## src/core/pwm_capture_pkg.sv

```systemverilog
// constants, register map and channel configuration carrier for the
// eight-channel pwm and capture timer.
// assumes word-addressed register port with 32-bit data.
package pwm_capture_pkg;

	// ***************************************************
	// sizes
	// ***************************************************
	localparam int CHANNELS = 8;
	localparam int CNT_W = 16;
	localparam int PRESC_W = 8;
	localparam int DEAD_W = 8;
	localparam int ADDR_W = 7;
	localparam int DATA_W = 32;

	// ***************************************************
	// register map (word index)
	// ***************************************************
	// channel n owns indices n*8 .. n*8+7, status sits above them
	localparam logic [2:0] REG_CTRL = 3'h0;
	localparam logic [2:0] REG_PRESC = 3'h1;
	localparam logic [2:0] REG_PERIOD = 3'h2;
	localparam logic [2:0] REG_CMP_A = 3'h3;
	localparam logic [2:0] REG_CMP_B = 3'h4;
	localparam logic [2:0] REG_DEAD = 3'h5;
	localparam logic [2:0] REG_CAPT = 3'h6;
	localparam logic [2:0] REG_COUNT = 3'h7;
	localparam logic [ADDR_W-1:0] REG_STATUS = 7'h40;

	// ***************************************************
	// control word fields
	// ***************************************************
	localparam int CTRL_EN = 0;
	localparam int CTRL_COMP = 1;
	localparam int CTRL_POL_A = 2;
	localparam int CTRL_POL_B = 3;
	localparam int CTRL_CAP_EN = 4;
	localparam int CTRL_EDGE_LO = 5;
	localparam int CTRL_DIV_LO = 8;
	localparam int STAT_CAP_LO = 8;

	typedef enum logic [1:0] {
		EDGE_RISE = 2'b00,
		EDGE_FALL = 2'b01,
		EDGE_BOTH = 2'b10,
		EDGE_BOTH2 = 2'b11
	} edge_sel_e;

	typedef enum logic [2:0] {
		DIV_1 = 3'b000,
		DIV_2 = 3'b001,
		DIV_4 = 3'b010,
		DIV_8 = 3'b011,
		DIV_16 = 3'b100
	} div_sel_e;

	typedef struct packed {
		logic enable;
		logic comp_mode;
		logic pol_a;
		logic pol_b;
		logic cap_en;
		logic [1:0] edge_sel;
		logic [2:0] div_sel;
		logic [PRESC_W-1:0] presc;
		logic [CNT_W-1:0] period;
		logic [CNT_W-1:0] cmp_a;
		logic [CNT_W-1:0] cmp_b;
		logic [DEAD_W-1:0] dead;
	} chan_cfg_s;

	localparam chan_cfg_s CFG_RESET = '0;

endpackage

```

## src/core/pwm_channel.sv

```systemverilog
// one pwm channel: prescaler, divider, counter, compare, dead time,
// polarity and edge capture.
// assumes cap_in is already synchronised to core_clk.
//
// Decided for this implementation: the plain strobed port and the address map.
`timescale 1ns/1ps
`default_nettype none
module pwm_channel
	import pwm_capture_pkg::*;
(
	input wire logic core_clk,
	input wire logic rst,
	input wire pwm_capture_pkg::chan_cfg_s cfg,
	input wire logic cap_in,
	output logic out_a_r,
	output logic out_b_r,
	output logic [pwm_capture_pkg::CNT_W-1:0] cnt_r,
	output logic [pwm_capture_pkg::CNT_W-1:0] capt_r,
	output logic wrap_r,
	output logic cap_hit_r
);
	import pwm_capture_pkg::*;

	logic [PRESC_W-1:0] pre_cnt_r;
	logic [3:0] div_cnt_r;
	logic [3:0] div_mask;
	logic pre_tick;
	logic cnt_tick;
	logic raw_a;
	logic raw_b;
	logic prev_raw_r;
	logic [DEAD_W-1:0] dt_cnt_r;
	logic cap_prev_r;
	logic cap_edge;
	logic act_a;
	logic act_b;

	// ***************************************************
	// clock chain
	// ***************************************************
	// prescaler value n divides by n+1, so 0 passes every cycle
	assign pre_tick = cfg.enable && (pre_cnt_r == cfg.presc);

	always_comb begin
		unique case (cfg.div_sel)
			DIV_1: div_mask = 4'h0;
			DIV_2: div_mask = 4'h1;
			DIV_4: div_mask = 4'h3;
			DIV_8: div_mask = 4'h7;
			default: div_mask = 4'hf;
		endcase
	end
	assign cnt_tick = pre_tick && ((div_cnt_r & div_mask) == div_mask);

	always_ff @(posedge core_clk or posedge rst) begin
		if (rst) begin
			pre_cnt_r <= '0;
		end else if (!cfg.enable || pre_tick) begin
			pre_cnt_r <= '0;
		end else begin
			pre_cnt_r <= pre_cnt_r + 8'h1;
		end
	end

	always_ff @(posedge core_clk or posedge rst) begin
		if (rst) begin
			div_cnt_r <= '0;
		end else if (!cfg.enable) begin
			div_cnt_r <= '0;
		end else if (pre_tick) begin
			div_cnt_r <= div_cnt_r + 4'h1;
		end
	end

	// ***************************************************
	// counter and compare
	// ***************************************************
	always_ff @(posedge core_clk or posedge rst) begin
		if (rst) begin
			cnt_r <= '0;
		end else if (!cfg.enable) begin
			cnt_r <= '0;
		end else if (cnt_tick) begin
			if (cnt_r >= cfg.period) begin
				cnt_r <= '0;
			end else begin
				cnt_r <= cnt_r + 16'h1;
			end
		end
	end

	always_ff @(posedge core_clk or posedge rst) begin
		if (rst) begin
			wrap_r <= 1'b0;
		end else begin
			wrap_r <= cnt_tick && (cnt_r >= cfg.period);
		end
	end

	// level rises at wrap, falls at compare match
	assign raw_a = cnt_r < cfg.cmp_a;
	assign raw_b = cnt_r < cfg.cmp_b;

	// ***************************************************
	// dead time
	// ***************************************************
	always_ff @(posedge core_clk or posedge rst) begin
		if (rst) begin
			prev_raw_r <= 1'b0;
		end else begin
			prev_raw_r <= raw_a;
		end
	end

	// any toggle of the shared level reloads the gap, both sides idle
	always_ff @(posedge core_clk or posedge rst) begin
		if (rst) begin
			dt_cnt_r <= '0;
		end else if (raw_a != prev_raw_r) begin
			dt_cnt_r <= cfg.dead;
		end else if (cnt_tick && dt_cnt_r != '0) begin
			dt_cnt_r <= dt_cnt_r - 8'h1;
		end
	end

	always_comb begin
		if (cfg.comp_mode) begin
			act_a = raw_a && (raw_a == prev_raw_r) && (dt_cnt_r == '0);
			act_b = !raw_a && (raw_a == prev_raw_r) && (dt_cnt_r == '0);
		end else begin
			act_a = raw_a;
			act_b = raw_b;
		end
	end

	always_ff @(posedge core_clk or posedge rst) begin
		if (rst) begin
			out_a_r <= 1'b0;
			out_b_r <= 1'b0;
		end else begin
			out_a_r <= (cfg.enable && act_a) ^ cfg.pol_a;
			out_b_r <= (cfg.enable && act_b) ^ cfg.pol_b;
		end
	end

	// ***************************************************
	// capture
	// ***************************************************
	always_ff @(posedge core_clk or posedge rst) begin
		if (rst) begin
			cap_prev_r <= 1'b0;
		end else begin
			cap_prev_r <= cap_in;
		end
	end

	always_comb begin
		unique case (cfg.edge_sel)
			EDGE_RISE: cap_edge = cap_in && !cap_prev_r;
			EDGE_FALL: cap_edge = !cap_in && cap_prev_r;
			default: cap_edge = cap_in != cap_prev_r;
		endcase
	end

	always_ff @(posedge core_clk or posedge rst) begin
		if (rst) begin
			capt_r <= '0;
			cap_hit_r <= 1'b0;
		end else begin
			cap_hit_r <= cfg.enable && cfg.cap_en && cap_edge;
			if (cfg.enable && cfg.cap_en && cap_edge) begin
				capt_r <= cnt_r;
			end
		end
	end

endmodule
`default_nettype wire

```

## src/core/pwm_capture_timer.sv

```systemverilog
// top of the eight-channel pwm generator and capture timer: register
// port, status flags, input synchronisers and the channel array.
// assumes a single-cycle strobe master on core_clk; capture inputs are
// asynchronous pins.
`timescale 1ns/1ps
`default_nettype none
module pwm_capture_timer
	import pwm_capture_pkg::*;
(
	input wire logic core_clk,
	input wire logic rst,
	input wire logic [pwm_capture_pkg::ADDR_W-1:0] reg_addr,
	input wire logic [pwm_capture_pkg::DATA_W-1:0] reg_wdata,
	input wire logic reg_wr,
	input wire logic reg_rd,
	output logic [pwm_capture_pkg::DATA_W-1:0] reg_rdata_r,
	input wire logic [pwm_capture_pkg::CHANNELS-1:0] cap_pin,
	output logic [pwm_capture_pkg::CHANNELS-1:0] pwm_a,
	output logic [pwm_capture_pkg::CHANNELS-1:0] pwm_b,
	output logic [pwm_capture_pkg::CHANNELS-1:0] irq_r,
	output logic [pwm_capture_pkg::CHANNELS-1:0] cap_flag_r
);
	import pwm_capture_pkg::*;

	chan_cfg_s cfg_r [CHANNELS];
	logic [CNT_W-1:0] cnt [CHANNELS];
	logic [CNT_W-1:0] capt [CHANNELS];
	logic [CHANNELS-1:0] wrap;
	logic [CHANNELS-1:0] cap_hit;
	logic [CHANNELS-1:0] cap_meta_r;
	logic [CHANNELS-1:0] cap_sync_r;
	logic [2:0] sel_ch;
	logic [2:0] sel_reg;
	logic is_chan;
	logic status_wr;
	logic [DATA_W-1:0] rdata_nxt;

	assign sel_ch = reg_addr[5:3];
	assign sel_reg = reg_addr[2:0];
	assign is_chan = !reg_addr[6];
	assign status_wr = reg_wr && (reg_addr == REG_STATUS);

	// ***************************************************
	// input synchronisers
	// ***************************************************
	always_ff @(posedge core_clk or posedge rst) begin
		if (rst) begin
			cap_meta_r <= '0;
			cap_sync_r <= '0;
		end else begin
			cap_meta_r <= cap_pin;
			cap_sync_r <= cap_meta_r;
		end
	end

	// ***************************************************
	// channels
	// ***************************************************
	genvar g;
	generate
		for (g = 0; g < CHANNELS; g++) begin : gen_ch
			always_ff @(posedge core_clk or posedge rst) begin
				if (rst) begin
					cfg_r[g] <= CFG_RESET;
				end else if (reg_wr && is_chan && sel_ch == 3'(g)) begin
					unique case (sel_reg)
						REG_CTRL: begin
							cfg_r[g].enable <= reg_wdata[CTRL_EN];
							cfg_r[g].comp_mode <= reg_wdata[CTRL_COMP];
							cfg_r[g].pol_a <= reg_wdata[CTRL_POL_A];
							cfg_r[g].pol_b <= reg_wdata[CTRL_POL_B];
							cfg_r[g].cap_en <= reg_wdata[CTRL_CAP_EN];
							cfg_r[g].edge_sel <= reg_wdata[CTRL_EDGE_LO +: 2];
							cfg_r[g].div_sel <= reg_wdata[CTRL_DIV_LO +: 3];
						end
						REG_PRESC: cfg_r[g].presc <= reg_wdata[PRESC_W-1:0];
						REG_PERIOD: cfg_r[g].period <= reg_wdata[CNT_W-1:0];
						REG_CMP_A: cfg_r[g].cmp_a <= reg_wdata[CNT_W-1:0];
						REG_CMP_B: cfg_r[g].cmp_b <= reg_wdata[CNT_W-1:0];
						REG_DEAD: cfg_r[g].dead <= reg_wdata[DEAD_W-1:0];
						default: ;
					endcase
				end
			end

			pwm_channel u_ch (
				.core_clk(core_clk),
				.rst(rst),
				.cfg(cfg_r[g]),
				.cap_in(cap_sync_r[g]),
				.out_a_r(pwm_a[g]),
				.out_b_r(pwm_b[g]),
				.cnt_r(cnt[g]),
				.capt_r(capt[g]),
				.wrap_r(wrap[g]),
				.cap_hit_r(cap_hit[g])
			);

			// write one to clear; a new event in the same cycle wins
			always_ff @(posedge core_clk or posedge rst) begin
				if (rst) begin
					irq_r[g] <= 1'b0;
					cap_flag_r[g] <= 1'b0;
				end else begin
					if (wrap[g]) begin
						irq_r[g] <= 1'b1;
					end else if (status_wr && reg_wdata[g]) begin
						irq_r[g] <= 1'b0;
					end
					if (cap_hit[g]) begin
						cap_flag_r[g] <= 1'b1;
					end else if (status_wr && reg_wdata[STAT_CAP_LO + g]) begin
						cap_flag_r[g] <= 1'b0;
					end
				end
			end
		end
	endgenerate

	// ***************************************************
	// read port
	// ***************************************************
	always_comb begin
		rdata_nxt = '0;
		if (reg_addr == REG_STATUS) begin
			rdata_nxt[CHANNELS-1:0] = irq_r;
			rdata_nxt[STAT_CAP_LO +: CHANNELS] = cap_flag_r;
		end else if (is_chan) begin
			unique case (sel_reg)
				REG_CTRL: begin
					rdata_nxt[CTRL_EN] = cfg_r[sel_ch].enable;
					rdata_nxt[CTRL_COMP] = cfg_r[sel_ch].comp_mode;
					rdata_nxt[CTRL_POL_A] = cfg_r[sel_ch].pol_a;
					rdata_nxt[CTRL_POL_B] = cfg_r[sel_ch].pol_b;
					rdata_nxt[CTRL_CAP_EN] = cfg_r[sel_ch].cap_en;
					rdata_nxt[CTRL_EDGE_LO +: 2] = cfg_r[sel_ch].edge_sel;
					rdata_nxt[CTRL_DIV_LO +: 3] = cfg_r[sel_ch].div_sel;
				end
				REG_PRESC: rdata_nxt[PRESC_W-1:0] = cfg_r[sel_ch].presc;
				REG_PERIOD: rdata_nxt[CNT_W-1:0] = cfg_r[sel_ch].period;
				REG_CMP_A: rdata_nxt[CNT_W-1:0] = cfg_r[sel_ch].cmp_a;
				REG_CMP_B: rdata_nxt[CNT_W-1:0] = cfg_r[sel_ch].cmp_b;
				REG_DEAD: rdata_nxt[DEAD_W-1:0] = cfg_r[sel_ch].dead;
				REG_CAPT: rdata_nxt[CNT_W-1:0] = capt[sel_ch];
				REG_COUNT: rdata_nxt[CNT_W-1:0] = cnt[sel_ch];
				default: ;
			endcase
		end
	end

	// data valid only in the cycle after the read strobe
	always_ff @(posedge core_clk or posedge rst) begin
		if (rst) begin
			reg_rdata_r <= '0;
		end else if (reg_rd) begin
			reg_rdata_r <= rdata_nxt;
		end else begin
			reg_rdata_r <= '0;
		end
	end

endmodule
`default_nettype wire

```

## config.mk

```make
export PLATFORM = sky130hd
export DESIGN_NAME = pwm_capture_timer
export DESIGN_NICKNAME = d
export VERILOG_FILES = /design/src/core/pwm_capture_pkg.sv /design/src/core/pwm_channel.sv /design/src/core/pwm_capture_timer.sv
export SDC_FILE = /design/constraint.sdc
export NUM_CORES = 2
export LEC_CHECK = 0
export BUFFER_PORTS_ARGS = -buffer_cell sky130_fd_sc_hd__buf_2
export CORE_UTILIZATION = 40
export DETAILED_ROUTE_END_ITERATION = 10
export PLACE_DENSITY = 0.66
export SLEW_MARGIN = 25
export SYNTH_ARGS = -nofsm -noshare
export SYNTH_HDL_FRONTEND = slang
export SYNTH_SLANG_ARGS = --single-unit
```

## constraint.sdc

```tcl
create_clock -name core_clk -period 38.4 [get_ports core_clk]
set_input_delay 3.84 -clock core_clk [delete_from_list [all_inputs] [get_ports core_clk]]
set_output_delay 3.84 -clock core_clk [all_outputs]
set_load 0.03 [all_outputs]
```

-- Word level (Yosys, flattened, before mapping)
Cells that the tools add are included.
- register bits after elaboration: 1120
- bits in latches: 0
- RAM bits: 0
- memory bits (read-only): 0
- output and inout bits: 64
- logic and storage cells: 817
- memories: 0
- add/sub/neg operators: 32
- multiply operators: 0
- div/mod/pow operators: 0
- magnitude comparators: 25
- eq/ne operators: 103
- shift-type cells: 0
- multiplexer cells: 144
- bitwise operators: 25
- reductions and logical operators: 285
- operators with widths (operator ; number):
    two-way mux 16 bit ; 31
    less-than comparator 16 bit ; 16
    binary-select mux 74 bit (select 3 bit) ; 1
    two-way mux 8 bit ; 24
    two-way mux 74 bit ; 2
    logical AND 1 bit ; 138
    adder 16 x 1 -> 16 bit (second input constant) ; 8
    >= comparator 16 bit ; 8
    one-hot mux 4 bit (4 select lines) ; 8
    binary-select mux 16 bit (select 3 bit) ; 2
    AND reduction 2 bit ; 48
    adder 8 x 1 -> 8 bit (second input constant) ; 8
    equality test 8 bit ; 8
    zero test 8 bit ; 8
    two-way mux 4 bit ; 16
    nonzero test 8 bit ; 8
    subtractor 8 x 1 -> 8 bit (second input constant) ; 8
    equality test 3 x 2 -> 1 bit (second input constant) ; 20
    one-hot mux 7 bit (8 select lines) ; 1
    two-way mux 1 bit ; 48
    nonzero test 2 bit ; 24
    zero test 1 bit ; 33
    adder 4 x 1 -> 4 bit (second input constant) ; 8
    bitwise AND 4 bit ; 8
    18 further kinds ; 130

-- Depth between registers and ports, before layout
- depth in word-level cells: 8
- depth in mapped cells: 13
- gate-level depth less buffers: 13

-- Modules after synthesis
A second synthesis with hierarchy kept.
- cells, all modules: 5994
- area, all modules: 64080.2 um^2
- modules (own cells, without submodules) (module ; times used ; cells each ; area an instance (um^2) ; sequential area each (um^2)):
    pwm_capture_timer ; 1 ; 2138 ; 31318.8 ; 16015.4
    pwm_channel at gen_ch[0].u_ch ... ; 6 ; 483 ; 4090.2 ; 1451.4
    pwm_channel at gen_ch[6].u_ch ... ; 2 ; 479 ; 4110.2 ; 1451.4

-- Worst setup path before layout
No wires, ideal clock.
- path kind: input-to-reg
- from: input reg_addr[3] (netlist name)
- to: register reg_rdata_r[9] (netlist name)
- setup time: 0.135 ns
- arrival time: 5.755 ns
- slack: 32.510 ns
- cell stages on the path: 9
- path buffers: 4
- cells stage by stage: buf_2 > buf_4 > buf_4 > buf_2 > mux4_2 > mux2i_1 > nor2_1 > o41ai_1 > a21boi_0
- cells in the longest elaborated chain, start to end: 8
- elaborated cells between the ends (all ways): 15
- those cells by class: eq/ne: 1; mux: 13; bitwise: 1
- ends and longest elaborated chain (element ; RTL line ; source):
    from (decl) ; pwm_capture_timer.sv:12 ; input wire logic [pwm_capture_pkg::ADDR_W-1:0] reg_addr,
    NOT 3 -> 4 bit (implied by the code) ; n/a ;
    binary-select mux 16 bit (select 3 bit), or another cell as far along ; pwm_capture_timer.sv:145 ; REG_COUNT: rdata_nxt[CNT_W-1:0] = cnt[sel_ch];
    two-way mux 16 bit (implied by the code), or another cell as far along (2 in series) ; pwm_capture_timer.sv:145 ;
    one-hot mux 3 bit (6 select lines) ; pwm_capture_timer.sv:129 ; unique case (sel_reg)
    two-way mux 16 bit ; pwm_capture_timer.sv:128 ; end else if (is_chan) begin
    two-way mux 16 bit * ; pwm_capture_timer.sv:125 ; if (reg_addr == REG_STATUS) begin
    two-way mux 16 bit * ; pwm_capture_timer.sv:155 ; end else if (reg_rd) begin
    to (signal assigned) ; pwm_capture_timer.sv:156 ; reg_rdata_r <= rdata_nxt;
    to (decl) ; pwm_capture_timer.sv:16 ; output logic [pwm_capture_pkg::DATA_W-1:0] reg_rdata_r,
Mark *: on every way between the ends. The rest lies on a longest branch, timed or not. The select of a mux whose other input is x is not followed.
A chain may end at the register's enable or synchronous reset.

-- Worst setup path after layout
- from: input reg_addr[3] (netlist name)
- to: register reg_rdata_r[8] (netlist name)
The elaborated chain is that of the path after synthesis.

==> impl_metrics.tcl <==
set metrics [dict create \
    status "complete, but fails checks" \
    violations "DRC" \
    detail_route.drc_violations 24 \
    startpoint_type "input port" \
    synth_top_area_frac 0.444 \
    clk_pin_slew_ps 60 \
    internal_power_uw 2200 \
    maxCapViolCount 0 \
    drt_iter0_markers 5280 \
    p_seq_frac 0.436 \
    max_stage_delay_ps 920 \
    ys_types 90 \
    wl_per_cell_um 25.8 \
    min_period_ps 7160 \
    yosys_warnings 0 \
    pre_cts_ws_ps 30480 \
    post_cts_resized 0 \
    grt_pass1_wl_um 311000 \
    htree_levels 3 \
    root_buffer "clkbuf_16" \
    grt_use_total 0.267 \
    grt_max_degree 173 \
    ctsHoldBuffers 0 \
    p_sw_uw 1030 \
    relSlewSlack 0.232 \
    multi_input_area_mm2 0.0317 \
    avgSynthCellArea_um2 10.4 \
    worstPathCellList "buf_8 -> buf_12 -> buf_4 -> mux4_2 -> mux2i_1 -> o22ai_1 -> o41ai_1 -> a21boi_0" \
    cts_buffer_depth 3 \
    die-width_um 397 \
    ant_nets 0 \
    vias 47900 \
    rsz0062_at_grt "no" \
    ys_top_cells_by_count "dfrtp_1, nand2_1, inv_1" \
    fin_crit_sh 0.187 \
    required_ps 38980 \
    tightest_slew_ps 1150 \
    io_buffers 82 \
    min_path_type "flop to flop" \
    start_util 0.404 \
    hold_viol 0 \
    seq_area_mm2 0.0276 \
    drtPass1Iterations 11 \
    core_area_mm2 0.154 \
    ir_worst_vdd_mv 0.0381 \
    async_flop_share 1.00 \
    ys_seq_area_frac 0.444 \
    fp.dieH_um 397 \
    arrival_ps 7750 \
    slew_violations 0 \
    vias_per_cell 5.88 \
    antenna_found_initial 11 \
    wirelength_um 210000 \
    pwr-share-clk 0.372 \
    clock_sinks 1104 \
    synth_edf_count 0 \
    fmax_mhz 140 \
    area_delta_synth_final_pct 10.5 \
    skew_ps 35.0 \
    place_congestion 0.987 \
    fp-row-count 144 \
    critPathCaptureType "flop" \
    ys.flop_type "dfrtp_1" \
    synth_seq_cells 1104 \
    placed_area_mm2 0.0647 \
    clk_latency_ps 770 \
    finalWorstSetupSlack_ps 31240 \
    drive_above_1_share 0.172 \
    dpl.cell_count 7928 \
    cellPowerDensity_mw_per_mm2 46.9 \
    pwr-share-comb 0.192 \
    die_area_mm2 0.157 \
    grt_overflow 0 \
    setup_viol 0 \
    io_pins 115 \
    synth_top_area_cell "dfrtp_1" \
    cpMaxStageDelayCell "o41ai_1" \
    synth_cells 6015 \
    post-dp-hpwl_um 151000 \
    fin_tns_setup_ps 0 \
    critPathKind "input port to flop" \
    n_fill_cell 14400 \
    stdcell_count 8153 \
    cts_tree "built" \
    yosysMostFrequentCell "dfrtp_1" \
    p_sw_frac 0.319 \
    fin_nets 6487 \
    grt_pass1_vias 46500 \
    critPathMaxFanout 85 \
    power_leakage_uw 0.0333 \
    final_cell_area_mm2 0.0688 \
    post-cts-setup-buffers 0 \
    synth_top_cells_by_area "dfrtp_1, ha_1, mux2_2, mux4_2, nand2_1" \
    synth_area_mm2 0.0623 \
    cts_buffers 118 \
]
-- critical path, delay by kind of cell --
family	cells	cell delay [ps]
mux	2	850
compound gates	3	1260
buf+inv	3	1660
-- final timing paths --
check	startpoint	to	slack (ps)	cells after the start
max	reg_addr[3]	reg_rdata_r[8]$_DFF_PP0_	31240	8
min	cap_meta_r[0]$_DFF_PP0_	cap_sync_r[0]$_DFF_PP0_	350	0
max reg2reg	gen_ch[0].u_ch.cnt_r[3]$_DFFE_PP0P_	gen_ch[0].u_ch.out_a_r$_DFF_PP0_	34730	12
min reg2reg	cap_meta_r[0]$_DFF_PP0_	cap_sync_r[0]$_DFF_PP0_	350	0
max in group asynchronous	rst	cfg_r[30]$_DFFE_PP0P_	32310	5
min in group asynchronous	rst	gen_ch[1].u_ch.out_a_r$_DFF_PP0_	3190	2
-- kinds of logic (layout without fill, tap and decap cells) --
family                   after synthesis  in the layout  synth area share
AND/OR/NAND/NOR                     1768           1768             0.133
flip-flops                          1104           1104             0.444
AO/OA/AOI/OAI                        991            991            0.0960
buffers and inverters                784            857            0.0514
multiplexers                         702            702             0.157
adder cells (fa/ha/maj)              432            432            0.0868
XOR/XNOR                             233            233            0.0328
other                                  1             22         0.0000602
-- final cells by class --
type | instances | share of cell area
diodes | 6 | 0.000218
well taps | 2044 | 0.0372
clock buffers | 162 | 0.0497
repair buffers | 156 | 0.0155
flip-flops and latches | 1104 | 0.401
clock inverters | 57 | 0.00918
inverters | 482 | 0.0264
multi-input cells | 4142 | 0.460
-- power groups by stage --
| stage | clock (uW) | combinational (uW) | sequential (uW) |
|---|---|---|---|
| final | 1200 | 619 | 1410 |
| after global routing | 1260 | 677 | 1420 |
| after CTS | 1210 | 610 | 1400 |
| after detailed placement | 0 | 605 | 1430 |
| after global placement | 0 | 589 | 1420 |
| after floorplan | 0 | 423 | 1390 |
-- routing by layer --
| metal | up-vias | GRT usage | wire (um) |
|---|---|---|---|
| li1 | 21000 | - | - |
| met1 | 24100 | 0.363 | 85900 |
| met2 | 2368 | 0.394 | 91400 |
| met3 | 485 | 0.0648 | 20900 |
| met4 | 2 | 0.142 | 12300 |
| met5 | - | 0 | 9 |
-- sequential cells by signal, indices dropped and copies added (netlist names) --
| signal | count |
|---|---|
| cap_flag_r | 8 |
| cap_meta_r | 8 |
| cap_sync_r | 8 |
| cfg_r | 592 |
| gen_ch.u_ch.cap_hit_r | 8 |
| gen_ch.u_ch.cap_prev_r | 8 |
| gen_ch.u_ch.capt_r | 128 |
| gen_ch.u_ch.cnt_r | 128 |
| gen_ch.u_ch.div_cnt_r | 32 |
| gen_ch.u_ch.dt_cnt_r | 64 |
| gen_ch.u_ch.out_a_r | 8 |
| gen_ch.u_ch.out_b_r | 8 |
| gen_ch.u_ch.pre_cnt_r | 64 |
| gen_ch.u_ch.prev_raw_r | 8 |
| gen_ch.u_ch.wrap_r | 8 |
| irq_r | 8 |
| reg_rdata_r | 16 |
-- stage by stage --
step	utilization	power, uW	hold slack [ps]
2_1_floorplan	-	1810	331
3_3_place_gp	0.419	2010	338
3_5_place_dp	0.420	2030	338
4_1_cts	0.446	3230	352
5_1_grt	0.446	3360	357
6_report	0.446	3230	348
-- placed cells by master, fill, tap and decap left out, types with 32 or more instances in the layout --
cell / instances
a21o_1: 99
a21oi_1: 186
and3_1: 75
buf_2: 79
buf_4: 66
clkbuf_16: 120
dfrtp_1: 1104
ha_1: 432
inv_1: 479
mux2_2: 433
mux2i_1: 94
mux4_2: 175
nand2_1: 861
nand2b_1: 41
nand3_1: 156
nand4_1: 64
nor2_1: 259
nor2b_1: 32
nor3_1: 61
o21ai_0: 429
xnor2_1: 82
xor2_1: 151
Power figures use the tool's default switching activity.
